`src/adcc_pkg.sv`:
```
// Shared constants and carriers for the converter control block.
// Assumes an 8-bit special function register bus with byte and bit writes.
package adcc_pkg;
   // Register addresses on the special function register bus.
   localparam logic [7:0] ADDR_CONVERTER_CONTROL = 8'he8;
   localparam logic [7:0] ADDR_WINDOW_GREATER_LIMIT_HIGH = 8'hc4;
   localparam logic [7:0] ADDR_WINDOW_GREATER_LIMIT_LOW = 8'hc3;
   localparam logic [7:0] ADDR_WINDOW_LESS_LIMIT_HIGH = 8'hc6;
   localparam logic [7:0] ADDR_WINDOW_LESS_LIMIT_LOW = 8'hc5;
   localparam logic [7:0] ADDR_CONVERTER_CONFIG = 8'hbc;
   localparam logic [7:0] ADDR_RESULT_HIGH_BYTE = 8'hbe;
   localparam logic [7:0] ADDR_RESULT_LOW_BYTE = 8'hbd;

   // Bit positions in the control register.
   localparam logic [2:0] CTRL_ENABLE_BIT = 3'h7;
   localparam logic [2:0] CTRL_TRACK_BIT = 3'h6;
   localparam logic [2:0] CTRL_DONE_BIT = 3'h5;
   localparam logic [2:0] CTRL_BUSY_BIT = 3'h4;
   localparam logic [2:0] CTRL_WINDOW_BIT = 3'h3;

   // Reset values.
   localparam logic [7:0] CONTROL_RESET = 8'h00;
   localparam logic [7:0] GREATER_LIMIT_RESET = 8'hff;
   localparam logic [7:0] LESS_LIMIT_RESET = 8'h00;
   localparam logic [7:0] RESULT_RESET = 8'h00;
   localparam logic [4:0] SAR_DIVIDER_RESET = 5'h1f;

   // Start source codes.
   localparam logic [2:0] START_SOFTWARE = 3'h0;
   localparam logic [2:0] START_TIMER0 = 3'h1;
   localparam logic [2:0] START_TIMER2 = 3'h2;
   localparam logic [2:0] START_TIMER1 = 3'h3;
   localparam logic [2:0] START_EXT_PIN = 3'h4;
   localparam logic [2:0] START_TIMER3 = 3'h5;
   localparam logic [2:0] START_TIMER4 = 3'h6;
   localparam logic [2:0] START_TIMER5 = 3'h7;

   // Durations in SAR clock periods.
   localparam logic [3:0] TRACK_SAR_CLKS = 4'h3;
   localparam logic [3:0] CONV_SAR_CLKS = 4'hb;
   localparam logic [3:0] COUNT_ONE = 4'h1;

   typedef enum logic [1:0] {
      ST_IDLE,
      ST_TRACK,
      ST_CONVERT
   } adcc_state_e;

   // Register bus request.
   typedef struct packed {
      logic [7:0] addr;
      logic wr;
      logic [7:0] wdata;
      logic bit_wr;
      logic [2:0] bit_idx;
      logic bit_val;
      logic rd;
   } adcc_bus_s;

   // Timer overflow events and split8 mode selects feeding the start selector.
   typedef struct packed {
      logic ovf0;
      logic ovf1;
      logic [3:0] ovf_low;
      logic [3:0] ovf_high;
      logic [3:0] split8;
   } adcc_timers_s;
endpackage

```
`src/adcc_control.sv`:
```
// Control, start selection, flags and window detector of a 10-bit SAR converter.
// Assumes the analog core holds a stable result on conv_data when told to finish.
`timescale 1ns/10ps
module adcc_control (
   // Clock and reset
   input wire logic clock,
   input wire logic rst,
   // Register bus
   input wire adcc_pkg::adcc_bus_s bus,
   output logic [7:0] sfr_rdata,
   // Start sources
   input wire adcc_pkg::adcc_timers_s timers,
   input wire logic external_start_pin,
   // Analog core
   input wire logic [9:0] conv_data,
   output logic conv_power_on,
   output logic conv_tracking,
   output logic conv_sample_start,
   output logic conv_in_progress
);
   typedef struct packed {
      logic conv_enable;
      logic track_mode_select;
      logic conv_done_flag;
      logic window_match_flag;
      logic [2:0] start_source_select;
      logic [4:0] sar_div;
      logic left_justify;
      logic [7:0] gt_high;
      logic [7:0] gt_low;
      logic [7:0] lt_high;
      logic [7:0] lt_low;
      logic [7:0] result_high_byte;
      logic [7:0] result_low_byte;
      adcc_pkg::adcc_state_e state;
      logic [3:0] cnt;
      logic ext_prev;
      logic sample_start;
      logic [7:0] rdata;
   } adcc_ctl_s;

   adcc_ctl_s s_reg;
   adcc_ctl_s s_next;
   logic sar_tick;
   logic [7:0] ctrl_now;
   logic [7:0] ctrl_wd;
   logic ctrl_write;
   logic busy_write_one;
   logic trigger;
   logic start;
   logic done_evt;
   logic [7:0] new_high;
   logic [7:0] new_low;
   logic [15:0] word;
   logic [15:0] gt_word;
   logic [15:0] lt_word;
   logic match;
   logic [3:0] t_ovf;

   // The divider only runs inside a conversion so every delay starts on a fresh phase.
   adcc_sar_divider u_div (
      .clock(clock),
      .rst(rst),
      .run(s_reg.state != adcc_pkg::ST_IDLE),
      .div(s_reg.sar_div),
      .tick(sar_tick)
   );

   always_comb begin
      ctrl_now = {s_reg.conv_enable, s_reg.track_mode_select, s_reg.conv_done_flag,
                  s_reg.state != adcc_pkg::ST_IDLE, s_reg.window_match_flag,
                  s_reg.start_source_select};
      ctrl_write = (bus.wr || bus.bit_wr) && bus.addr == adcc_pkg::ADDR_CONVERTER_CONTROL;
      ctrl_wd = ctrl_now;
      if (bus.wr) begin
         ctrl_wd = bus.wdata;
      end else if (bus.bit_wr) begin
         ctrl_wd[bus.bit_idx] = bus.bit_val;
      end
      busy_write_one = ctrl_write && ctrl_wd[adcc_pkg::CTRL_BUSY_BIT] &&
                       (bus.wr || bus.bit_idx == adcc_pkg::CTRL_BUSY_BIT);
      t_ovf = (timers.split8 & timers.ovf_low) | (~timers.split8 & timers.ovf_high);
      trigger = 1'b0;
      unique case (s_reg.start_source_select)
         adcc_pkg::START_SOFTWARE: trigger = busy_write_one;
         adcc_pkg::START_TIMER0: trigger = timers.ovf0;
         adcc_pkg::START_TIMER2: trigger = t_ovf[0];
         adcc_pkg::START_TIMER1: trigger = timers.ovf1;
         adcc_pkg::START_EXT_PIN: trigger = external_start_pin && !s_reg.ext_prev;
         adcc_pkg::START_TIMER3: trigger = t_ovf[1];
         adcc_pkg::START_TIMER4: trigger = t_ovf[2];
         adcc_pkg::START_TIMER5: trigger = t_ovf[3];
      endcase
      start = s_reg.conv_enable && s_reg.state == adcc_pkg::ST_IDLE && trigger;
      done_evt = s_reg.conv_enable && s_reg.state == adcc_pkg::ST_CONVERT && sar_tick &&
                 s_reg.cnt == adcc_pkg::CONV_SAR_CLKS - adcc_pkg::COUNT_ONE;
      if (s_reg.left_justify) begin
         new_high = conv_data[9:2];
         new_low = {conv_data[1:0], 6'h00};
      end else begin
         new_high = {6'h00, conv_data[9:8]};
         new_low = conv_data[7:0];
      end
      word = {new_high, new_low};
      gt_word = {s_reg.gt_high, s_reg.gt_low};
      lt_word = {s_reg.lt_high, s_reg.lt_low};
      if (lt_word > gt_word) begin
         match = word > gt_word && word < lt_word;
      end else begin
         match = word > gt_word || word < lt_word;
      end

      s_next = s_reg;
      s_next.ext_prev = external_start_pin;
      s_next.sample_start = 1'b0;
      if (ctrl_write) begin
         s_next.conv_enable = ctrl_wd[adcc_pkg::CTRL_ENABLE_BIT];
         s_next.track_mode_select = ctrl_wd[adcc_pkg::CTRL_TRACK_BIT];
         s_next.conv_done_flag = ctrl_wd[adcc_pkg::CTRL_DONE_BIT];
         s_next.window_match_flag = ctrl_wd[adcc_pkg::CTRL_WINDOW_BIT];
         s_next.start_source_select = ctrl_wd[2:0];
      end
      if (bus.wr) begin
         unique case (bus.addr)
            adcc_pkg::ADDR_CONVERTER_CONFIG: begin
               s_next.sar_div = bus.wdata[7:3];
               s_next.left_justify = bus.wdata[2];
            end
            adcc_pkg::ADDR_WINDOW_GREATER_LIMIT_HIGH: s_next.gt_high = bus.wdata;
            adcc_pkg::ADDR_WINDOW_GREATER_LIMIT_LOW: s_next.gt_low = bus.wdata;
            adcc_pkg::ADDR_WINDOW_LESS_LIMIT_HIGH: s_next.lt_high = bus.wdata;
            adcc_pkg::ADDR_WINDOW_LESS_LIMIT_LOW: s_next.lt_low = bus.wdata;
            adcc_pkg::ADDR_RESULT_HIGH_BYTE: s_next.result_high_byte = bus.wdata;
            adcc_pkg::ADDR_RESULT_LOW_BYTE: s_next.result_low_byte = bus.wdata;
            default: ;
         endcase
      end

      unique case (s_reg.state)
         adcc_pkg::ST_IDLE: begin
            s_next.cnt = 4'h0;
            if (start) begin
               if (s_reg.track_mode_select &&
                   s_reg.start_source_select != adcc_pkg::START_EXT_PIN) begin
                  s_next.state = adcc_pkg::ST_TRACK;
               end else begin
                  s_next.state = adcc_pkg::ST_CONVERT;
                  s_next.sample_start = 1'b1;
               end
            end
         end
         adcc_pkg::ST_TRACK: begin
            if (sar_tick) begin
               s_next.cnt = s_reg.cnt + adcc_pkg::COUNT_ONE;
               if (s_reg.cnt == adcc_pkg::TRACK_SAR_CLKS - adcc_pkg::COUNT_ONE) begin
                  s_next.state = adcc_pkg::ST_CONVERT;
                  s_next.cnt = 4'h0;
                  s_next.sample_start = 1'b1;
               end
            end
         end
         adcc_pkg::ST_CONVERT: begin
            if (sar_tick) begin
               s_next.cnt = s_reg.cnt + adcc_pkg::COUNT_ONE;
            end
            if (done_evt) begin
               s_next.state = adcc_pkg::ST_IDLE;
               s_next.result_high_byte = new_high;
               s_next.result_low_byte = new_low;
               s_next.conv_done_flag = 1'b1;
               if (match) begin
                  s_next.window_match_flag = 1'b1;
               end
            end
         end
      endcase
      if (!s_reg.conv_enable) begin
         s_next.state = adcc_pkg::ST_IDLE;
         s_next.cnt = 4'h0;
         // A track phase cut by shutdown must not leave a stray sample pulse behind.
         s_next.sample_start = 1'b0;
      end

      if (bus.rd) begin
         unique case (bus.addr)
            adcc_pkg::ADDR_CONVERTER_CONTROL: s_next.rdata = ctrl_now;
            adcc_pkg::ADDR_CONVERTER_CONFIG: s_next.rdata = {s_reg.sar_div,
                                                              s_reg.left_justify, 2'h0};
            adcc_pkg::ADDR_WINDOW_GREATER_LIMIT_HIGH: s_next.rdata = s_reg.gt_high;
            adcc_pkg::ADDR_WINDOW_GREATER_LIMIT_LOW: s_next.rdata = s_reg.gt_low;
            adcc_pkg::ADDR_WINDOW_LESS_LIMIT_HIGH: s_next.rdata = s_reg.lt_high;
            adcc_pkg::ADDR_WINDOW_LESS_LIMIT_LOW: s_next.rdata = s_reg.lt_low;
            adcc_pkg::ADDR_RESULT_HIGH_BYTE: s_next.rdata = s_reg.result_high_byte;
            adcc_pkg::ADDR_RESULT_LOW_BYTE: s_next.rdata = s_reg.result_low_byte;
            default: s_next.rdata = 8'h00;
         endcase
      end
   end

   always_ff @(posedge clock) begin
      if (rst) begin
         s_reg <= '0;
         s_reg.sar_div <= adcc_pkg::SAR_DIVIDER_RESET;
         s_reg.gt_high <= adcc_pkg::GREATER_LIMIT_RESET;
         s_reg.gt_low <= adcc_pkg::GREATER_LIMIT_RESET;
         s_reg.lt_high <= adcc_pkg::LESS_LIMIT_RESET;
         s_reg.lt_low <= adcc_pkg::LESS_LIMIT_RESET;
         s_reg.result_high_byte <= adcc_pkg::RESULT_RESET;
         s_reg.result_low_byte <= adcc_pkg::RESULT_RESET;
         s_reg.state <= adcc_pkg::ST_IDLE;
      end else begin
         s_reg <= s_next;
      end
   end

   assign sfr_rdata = s_reg.rdata;
   assign conv_power_on = s_reg.conv_enable;
   assign conv_tracking = s_reg.conv_enable && s_reg.state != adcc_pkg::ST_CONVERT;
   assign conv_sample_start = s_reg.sample_start;
   assign conv_in_progress = s_reg.state == adcc_pkg::ST_CONVERT;
endmodule

```
`src/adcc_sar_divider.sv`:
```
// SAR clock enable generator: one tick every div+1 system clocks.
// Assumes run is low between conversions so each phase starts aligned.
`timescale 1ns/10ps
module adcc_sar_divider (
   // Clock and reset
   input wire logic clock,
   input wire logic rst,
   // Control
   input wire logic run,
   input wire logic [4:0] div,
   // Tick
   output logic tick
);
   typedef struct packed {
      logic [4:0] cnt;
      logic tick;
   } adcc_div_s;

   adcc_div_s s_reg;
   adcc_div_s s_next;

   always_comb begin
      s_next = s_reg;
      s_next.tick = 1'b0;
      if (!run) begin
         s_next.cnt = 5'h00;
      end else if (s_reg.cnt == div) begin
         s_next.cnt = 5'h00;
         s_next.tick = 1'b1;
      end else begin
         s_next.cnt = s_reg.cnt + 5'h01;
      end
   end

   always_ff @(posedge clock) begin
      if (rst) begin
         s_reg <= '0;
      end else begin
         s_reg <= s_next;
      end
   end

   assign tick = s_reg.tick;
endmodule

```
`config.mk`:
```
export PLATFORM = sky130hd
export DESIGN_NAME = adcc_control
export DESIGN_NICKNAME = d
export VERILOG_FILES = /design/src/adcc_pkg.sv /design/src/adcc_control.sv /design/src/adcc_sar_divider.sv
export SDC_FILE = /design/constraint.sdc
export NUM_CORES = 1
export LEC_CHECK = 0
export ABC_CLOCK_PERIOD_IN_PS = 2800
export BUFFER_PORTS_ARGS = -buffer_cell sky130_fd_sc_hd__buf_4
export CAP_MARGIN = 30
export CORE_MARGIN = 2
export CORE_UTILIZATION = 40
export DETAILED_ROUTE_END_ITERATION = 6
export GPL_TIMING_DRIVEN = 0
export HOLD_SLACK_MARGIN = 0.15
export RECOVER_POWER = 100
export SYNTH_ARGS = -nofsm -noshare
export SYNTH_HDL_FRONTEND = slang
export SYNTH_SLANG_ARGS = --single-unit
```
`constraint.sdc`:
```
create_clock -name clock -period 2.8 [get_ports clock]
set_input_delay 0.14 -clock clock [delete_from_list [all_inputs] [get_ports clock]]
set_output_delay 0.14 -clock clock [all_outputs]
set_load 0.05 [all_outputs]
```
# Word-level counts from Yosys, hierarchy flattened
# Cells that the tools add are included.
# Widths: inputs -> output; s select.
[op_classes]
add_sub_neg = 2
bitwise_logic = 6
n_lt_le_gt_ge = 5
reduce_logical = 32
eq_ne = 28
mux = 31
[op_table]
columns = ["op", "n"]
rows = [
  ["$eq 8x8->1 const B", 8],
  ["$pmux 8 s8", 1],
  ["$mux 8", 6],
  ["$gt 16x16->1", 2],
  ["$mux 16", 2],
  ["$mux 18", 1],
  ["$pmux 6 s3", 1],
  ["$lt 16x16->1", 1],
  ["$eq 3x3->1 const B", 5],
  ["$reduce_and 2->1", 7],
  ["$logic_and 1x1->1", 13],
  ["$mux 6", 2],
  ["$and 4x4->4", 2],
  ["$bwmux 8", 1],
  ["$mux 1", 8],
  ["$mux 2", 4],
  ["$pmux 1 s8", 1],
  ["$eq 3x2->1 const B", 2],
  ["$ne 2x1->1 const B", 3],
  ["$ne 2x2->1 const B", 3],
  ["$add 5x1->5 const B", 1],
  ["$eq 5x5->1", 1],
  ["$mux 5", 1],
  ["$add 4x1->4 const B", 1],
  ["22 further kinds", 27],
]
[totals]
register_bits = 83
wordCells = 124

# Logic depth before layout (Yosys ltp)
# Gate-level depths: netlist of the first run.
[logic_depth]
word_depth = 13
ltp_mapped = 11
depth_no_buf = 9

# Hierarchy
# A second synthesis of the first run with hierarchy kept.
[unflattened]
hier_cells = 665
hier_area_um2 = 5535.3
[by_module_without_submodules]
columns = ["module", "cells_each", "area_per_inst_um2", "seq_area_each_um2", "instances"]
rows = [
  ["adcc_control", 634, 5243.8, 1541.5, 1],
  ["adcc_sar_divider", 31, 291.5, 120.1, 1],
]

# Worst setup path after synthesis of the first run
# Ideal clock, no wire load.
[synth_path]
path_kind = "register -> register"
start = "reg s_reg[64] in the netlist's numbering"
end = "reg s_reg (netlist bit ctrl_now[3])"
path_buffers = 1
path_slack_ps = 392
arrival_ps = 2278
setup_time_ps = 131
t_required_ps = 2669
synth_period_minus_slack_ps = 2408
stages_incl_launch_ff = 11
path_cell_list = "dfxtp_1 buf_4 mux2_2 ha_1 a21o_1 a221o_1 a221oi_1 o21ai_0 o21ai_0 maj3_2 o31ai_1"
[synth_via]
elab_chain_len = 7
word_cells_on_any_way = 10
[synth_rtl]
columns = ["element", "line_no", "source"]
rows = [
  ["start: declaration", "adcc_control.sv:42", "adcc_ctl_s s_reg;"],
  ["start signal: assignment", "adcc_control.sv:212", "s_reg <= s_next;"],
  ["$mux 8", "adcc_control.sv:97", "if (s_reg.left_justify) begin"],
  ["$gt 16x16->1 / $lt 16x16->1 (equally long branches)", "adcc_control.sv:108, adcc_control.sv:110", ""],
  ["$logic_or 1x1->1 / $logic_and 1x1->1 (equally long branches)", "adcc_control.sv:110, adcc_control.sv:108", ""],
  ["$mux 1 *", "adcc_control.sv:107", "if (lt_word > gt_word) begin"],
  ["$mux 1 *", "adcc_control.sv:171", "if (match) begin"],
  ["$mux 2 *", "adcc_control.sv:166", "if (done_evt) begin"],
  ["$mux 2 *", "adcc_control.sv:139", "unique case (s_reg.state)"],
]
# Mark *: on every way between the ends. The rest lies on a longest branch, timed or not.
# A chain may end at the register's enable or synchronous reset.

# Worst setup path after layout of the first run
# Same ends and word-level chain as after synthesis.

==> impl_metrics.env, run 1 <==
export IMPL_crit_chain="buf_4, mux2_2, ha_1, a21o_1, a221o_1, a221oi_1, o21ai_1, o21ai_1, maj3_2, o31ai_1"
export IMPL_area_growth_pct=15.3
export IMPL_synth_edf_count=0
export IMPL_clock_sinks=83
export IMPL_cellLeakagePower_nw=2.80
export IMPL_grt_pass1_wl_um=27300
export IMPL_drc=0
export IMPL_floorplan_die_width_um=123
export IMPL_ys_ff_latch=83
export IMPL_regToRegSetupSlack_ns=0.05
export IMPL_worst_pin_slew_ns=0.949
export IMPL_clock_latency_ns=0.35
export IMPL_htree_num_levels=3
export IMPL_ys_warn_count=0
export IMPL_min_path_cells=4
export IMPL_hold_viol=0
export IMPL_ff2ff_path_depth=10
export IMPL_synth_seq_area_share_pct=29.3
export IMPL_first_global_vias=5090
export IMPL_final_util_pct=47.1
export IMPL_cp_required_ns=3.01
export IMPL_first_pass_iters=5
export IMPL_final_cells=934
export IMPL_wl_per_cell_um=18.7
export IMPL_fillCellCount=1407
export IMPL_drt_iter0_drc=402
export IMPL_post_synth_top_area_cell="dfxtp_1"
export IMPL_fp_row_count=43
export IMPL_final_common_cell="dfxtp_1"
export IMPL_fin_nets=849
export IMPL_cts_setup_buffers=0
export IMPL_largest_reg_flops=29
export IMPL_setup_violations=0
export IMPL_antenna_left=0
export IMPL_cellInternalPower_w=0.00210
export IMPL_arrival_ns=2.97
export IMPL_clkTransAtPathRegs_ns=0.06
export IMPL_vias_per_cell=5.61
export IMPL_hpwlAfterDp_um=13600
export IMPL_crit_slowest_cell="mux2_2"
export IMPL_synth_flop_cell="dfxtp_1"
export IMPL_power_density_mw_per_mm2=426
export IMPL_irDropWorstVdd_mv=0.327
export IMPL_coreArea_mm2=0.0139
export IMPL_criticalPathCategory="reg2reg"
export IMPL_dp_cells=915
export IMPL_clock_skew_ns=0.0101
export IMPL_root_buffer="clkbuf_16"
export IMPL_async_flop_share_pct=0
export IMPL_setup_slack_ns=0.0475
export IMPL_cp_start_kind="register"
export IMPL_layout_drive_gt1_share_pct=11.3
export IMPL_synthesis_nets=784
export IMPL_endpoint_kind="register"
export IMPL_cts_buffers=9
export IMPL_port_buffers=51
export IMPL_p_total_w=0.00279
export IMPL_min_to="ctrl_now[0]"
export IMPL_power_frac_seq_pct=42.5
export IMPL_dpl_instance_area_mm2=0.00627
export IMPL_route_vias_total=5243
export IMPL_routed_wirelength_um=17500
export IMPL_syn_area_per_cell_um2=8.28
export IMPL_synth_area_top_cells="dfxtp_1 29%, ha_1 11%, mux2i_1 9.0%"
export IMPL_p_sw_share_pct=24.5
export IMPL_maxSlewHeadroom_pct=36.6
export IMPL_max_freq_ghz=0.363
export IMPL_synth_cell_type_count=59
export IMPL_antenna_found_initial=0
export IMPL_place_congestion=0.920
export IMPL_insertedDiodeCount=0
export IMPL_period_share_pct=98.3
export IMPL_syn_inst=684
export IMPL_die_area_mm2=0.0151
export IMPL_clockBufferDepth=2
export IMPL_cp_max_fo=9
export IMPL_grt_start_max_net_pins=16
export IMPL_r2r_end="ctrl_now[3]"
export IMPL_synth_top_area_share_pct=29.3
export IMPL_crit_path_max_incr_delay_ns=0.41
export IMPL_final_cell_mix="83 x dfxtp_1, 70 x nor2_1, 54 x nand2_1"
export IMPL_slew_violations=0
export IMPL_min_delay_start="bus[2]"
export IMPL_post_place_ws_ns=-0.140
export IMPL_final_area_mm2=0.00654
export IMPL_combPwrFrac_pct=9.3
export IMPL_crit_top_cell="o21ai_1"
export IMPL_cts_tree="yes"
export IMPL_maxCapViolCount=0
export IMPL_hp_class="in2reg"
export IMPL_rsz0062_at_grt="false"
export IMPL_period_needed_ns=2.75
export IMPL_die_h_um=123
export IMPL_io_pins=62
export IMPL_power_share_clock_pct=48.2
export IMPL_overflow=0
export IMPL_worstReg2RegStart="s_reg[64]"
export IMPL_synthesis_area_mm2=0.00567
export IMPL_start_util_pct=40.8
export IMPL_grtUsageTotal_pct=24.0
export IMPL_p_sw_w=0.000683
export IMPL_status="finished clean"
## worst max-delay path, delay by kind of cell, from the launching register on
kind / cells / cell delay, ns
AO/OA/AOI/OAI: 6 / 1.20
adder cells (fa/ha/maj): 2 / 0.55
multiplexers: 1 / 0.41
flip-flops: 1 / 0.31
buffers and inverters: 1 / 0.15
## Yosys cell counts (all sizes together), types with 4 or more instances
cell and n:
dfxtp 83, nor2 70, nand2 54, mux2i 51, ha 50, inv 48
nor2b 33, a21oi 32, a211oi 24, clkbuf 24, o21ai 24, buf 22
nand3 18, a211o 17, nand2b 10, nor3 10, a221oi 9, and2 9
nand3b 9, nand4 7, xor2 7, a22o 6, and3 6, o22ai 6
a21o 5, a22oi 5, xnor2 5, a31o 4, mux2 4, o31ai 4
## layer usage
layer  part of all wire, %  global-route usage, %  vias to the layer above
met4                   3.5                   10.9                        0
li1                      -                      -                     2558
met2                    43                   38.4                      183
met3                   4.9                   2.40                       36
met5                     0                      0                        -
met1                    48                   32.7                     2466
## timing repair
item	in CTS	in global routing
resized for setup	3	4
hold buffers	3	0
hold endpoints to repair	5	0
pin swaps	0	2
setup endpoints to repair	1	1
## power groups by stage
stage	combinational [W]	clock (W)	sequential (W)
after global placement	0.000253	0	0.00121
after floorplan	0.000141	0	0.00121
after CTS	0.000264	0.00135	0.00118
after global routing	0.000280	0.00140	0.00118
final	0.000258	0.00134	0.00118
after detailed placement	0.000259	0	0.00121
## final cells by class
type	count	area, um2	area share, %
clock inverters	6	96.3	1.47
multi-input cells	507	3550	54.3
inverters	48	180	2.76
plain buffers	46	224	3.43
repair buffers	54	360	5.51
flip-flops and latches	83	1660	25.4
clock buffers	10	239	3.66
well taps	180	225	3.45
## worst max-delay path by stage
stage / startpoint / to / cells past startpoint
final: s_reg[64] / ctrl_now[3] / 10
after global routing: s_reg[64] / ctrl_now[3] / 10
after CTS: s_reg[64] / ctrl_now[3] / 10
after detailed placement: s_reg[64] / ctrl_now[3] / 11
after global placement: s_reg[64] / ctrl_now[3] / 11
after floorplan: s_reg[64] / ctrl_now[3] / 10
## cell families after synthesis
| group | after synthesis | synth area share, % |
|---|---|---|
| adders and majority gates | 51 | 11.2 |
| xor gates and xnor gates | 12 | 1.85 |
| DFF | 83 | 29.3 |
| AOI/OAI and AO/OA | 149 | 18.3 |
| buffers and inverters | 94 | 7.22 |
| muxes | 56 | 10.2 |
| and+or+nand+nor | 239 | 21.8 |
## metrics by stage
| step | hold slack [ns] | TNS [ns] |
|---|---|---|
| floorplan | 0.258 | 0 |
| global placement | 0.371 | -0.119 |
| detailed placement | 0.376 | -0.140 |
| CTS | 0.179 | 0 |
| global route | 0.218 | 0 |
| finish | 0.193 | 0 |
Note: power is estimated with default switching activity, not from simulation.
==> run 2, diff against run 1 <==
Settings changed: ABC_AREA set to 1, SETUP_SLACK_MARGIN set to 0.3, SYNTH_HIERARCHICAL set to 1.
==> run 2 against run 1 <==
  * Total power is 4.1% lower
  * Critical path depth up 2
  * Synthesized cell count up 16%
  * Critical path type unchanged
==> impl_metrics.env, run 2 <==
export IMPL_status="finished clean"
export IMPL_grtUsageTotal_pct=25.0
export IMPL_clkTransAtPathRegs_ns=0.07
export IMPL_fillCellCount=1414
export IMPL_crit_start="s_reg[64]"
export IMPL_layout_drive_gt1_share_pct=10.9
export IMPL_start_util_pct=41.2
export IMPL_final_cell_mix="143 x nand2_1, 116 x inv_1, 83 x dfxtp_1"
export IMPL_period_needed_ns=2.38
export IMPL_power_density_mw_per_mm2=411
export IMPL_synth_top_area_share_pct=30.2
export IMPL_clock_sinks=83
export IMPL_largest_reg_flops=29
export IMPL_setup_slack_ns=0.419
export IMPL_first_global_vias=5536
export IMPL_crit_chain="clkbuf_1, nor2_1, ha_1, a21oi_1, nor2_1, a211oi_1, nand2_1, nand2_1, nand2_1, a21oi_1, nand2_1, a21oi_1"
export IMPL_insertedDiodeCount=0
export IMPL_synth_most_common_cell="nand2_1"
export IMPL_min_path_cells=3
export IMPL_htree_num_levels=3
export IMPL_hp_class="in2reg"
export IMPL_slew_violations=0
export IMPL_criticalPathCategory="reg2reg"
export IMPL_antenna_left=0
export IMPL_floorplan_die_width_um=121
export IMPL_fp_row_count=42
export IMPL_clockBufferDepth=2
export IMPL_dp_cells=1027
export IMPL_cp_max_fo=10
export IMPL_crit_top_cell="nand2_1"
export IMPL_async_flop_share_pct=0
export IMPL_synth_flop_cell="dfxtp_1"
export IMPL_worst_pin_slew_ns=0.723
export IMPL_synth_top_family_by_area="simple AND/OR/NAND/NOR gates"
export IMPL_post_place_ws_ns=0.273
export IMPL_max_freq_ghz=0.420
export IMPL_endpoint_kind="register"
export IMPL_final_cells=1057
export IMPL_port_buffers=58
export IMPL_dpl_instance_area_mm2=0.00616
export IMPL_grt_pass1_wl_um=27900
export IMPL_irDropWorstVdd_mv=0.239
export IMPL_die_area_mm2=0.0147
export IMPL_overflow=0
export IMPL_synth_seq_area_share_pct=30.2
export IMPL_fin_nets=976
export IMPL_synth_common_cells="142 x nand2_1, 116 x inv_1, 83 x dfxtp_1, 76 x a21oi_1, 71 x o21ai_0"
export IMPL_syn_inst=793
export IMPL_cts_tree="yes"
export IMPL_ys_warn_count=6
export IMPL_route_vias_total=5688
export IMPL_die_h_um=121
export IMPL_synth_area_top_cells="dfxtp_1 30%, ha_1 11%, nand2_1 9.7%"
export IMPL_routed_wirelength_um=17900
export IMPL_hold_viol=0
export IMPL_synth_edf_count=0
export IMPL_final_area_mm2=0.00649
export IMPL_synth_xor_xnor_area_share_pct=0.796
export IMPL_cellLeakagePower_nw=3.00
export IMPL_grt_start_max_net_pins=16
export IMPL_vias_per_cell=5.38
export IMPL_crit_slowest_cell="nor2_1"
export IMPL_post_synth_top_area_cell="dfxtp_1"
export IMPL_drt_iter0_drc=426
export IMPL_antenna_found_initial=0
export IMPL_min_delay_start="bus[10]"
export IMPL_synth_area_mux_share_pct=0
export IMPL_area_growth_pct=18.0
export IMPL_clock_latency_ns=0.35
export IMPL_first_pass_iters=5
export IMPL_place_congestion=0.987
export IMPL_cts_buffers=9
export IMPL_crit_path_max_incr_delay_ns=0.38
export IMPL_coreArea_mm2=0.0133
export IMPL_synth_compound_area_share_pct=22.4
export IMPL_synth_cell_type_count=44
export IMPL_setup_tns_ns=0
export IMPL_cp_start_kind="register"
export IMPL_ff2ff_path_depth=12
export IMPL_clock_skew_ns=0.00354
export IMPL_synth_simple_area_share_pct=23.7
export IMPL_synthAdderAreaFrac_pct=11.4
export IMPL_maxSlewHeadroom_pct=51.4
export IMPL_synthesis_nets=893
export IMPL_syn_area_per_cell_um2=6.94
export IMPL_ys_ff_latch=83
export IMPL_synthesis_area_mm2=0.00550
export IMPL_rsz0062_at_grt="true"
export IMPL_wl_per_cell_um=16.9
export IMPL_cp_required_ns=3.09
export IMPL_setup_violations=0
export IMPL_maxCapViolCount=0
export IMPL_io_pins=62
export IMPL_period_share_pct=85.0
export IMPL_final_common_cell="nand2_1"
export IMPL_worstReg2RegStart="s_reg[64]"
export IMPL_arrival_ns=2.67
export IMPL_root_buffer="clkbuf_16"
export IMPL_hpwlAfterDp_um=13900
export IMPL_drc=0
run 2: cell count changes after synthesis, sizes merged, moves of 21 or more:
cell,change
a21oi,+44
nor2b,-33
inv,+74
mux2i,-51
nand2,+92
o22ai,+21
a211oi,-22
o21ai,+48
run 2: area by class of cell:
| class | count | area [um2] | share of cell area [%] |
|---|---|---|---|
| repair buffers | 72 | 523 | 8.06 |
| well taps | 176 | 220 | 3.39 |
| multi-input cells | 557 | 3170 | 48.9 |
| clock inverters | 7 | 77.6 | 1.20 |
| clock buffers | 9 | 225 | 3.47 |
| inverters | 123 | 462 | 7.11 |
| flip-flops and latches | 83 | 1660 | 25.6 |
| plain buffers | 30 | 150 | 2.31 |
run 2: cells by family (layout without fill, tap and decap cells):
logic type | count (synthesis) | count (layout)
buf+inv | 153 | 241
xor+xnor | 5 | 5
compound gates | 216 | 216
flops | 83 | 83
simple gates | 286 | 286
fa+ha+maj | 50 | 50
run 2: path summary, 6_finish.rpt:
kind              slack, ns           end
setup / recovery       0.42   ctrl_now[3]
hold reg to reg        0.47  sfr_rdata[4]
setup reg to reg       0.42   ctrl_now[3]
hold / removal         0.16     s_reg[66]
run 2: repair_timing:
| action | CTS | global route |
|---|---|---|
| hold buffers | 14 | 0 |
| gates resized for setup | 1 | 3 |
| hold endpoints to repair | 30 | 0 |
| setup endpoints to repair | 1 | 3 |
| setup buffers | 0 | 0 |
run 2: stage by stage:
step	utilization (%)	hold slack, ns	total power, W
final	48.6	0.159	0.00267
after detailed placement	46.1	0.372	0.00144
after CTS	49.5	0.151	0.00270
after floorplan	-	0.260	0.00132
after global routing	48.6	0.180	0.00276
after global placement	46.1	0.360	0.00144
run 2: layer usage:
metal	vias to the layer above	track usage, %	part of all wire (%)
met3	53	5.59	7.6
met2	210	39.3	46
li1	2841	-	-
met1	2584	31.8	42
met5	-	0	0
met4	0	13.7	4.3
run 2: worst max-delay path: cells and delay by family, from the launching register on:
family                     cells  cell delay [ns]
and+or+nand+nor                6             0.83
AOI/OAI and AO/OA              4             0.61
DFF                            1             0.33
adders and majority gates      1             0.33
buffers and inverters          1             0.20
run 2: power breakdown:
part | leakage (nW) | total, W | internal (W) | switching, W
registers | 0.670 | 0.00118 | 0.00118 | 0.00000140
clock network | 0.134 | 0.00124 | 0.000696 | 0.000545
logic | 2.19 | 0.000246 | 0.0000976 | 0.000148
total | 3.00 | 0.00267 | 0.00198 | 0.000694
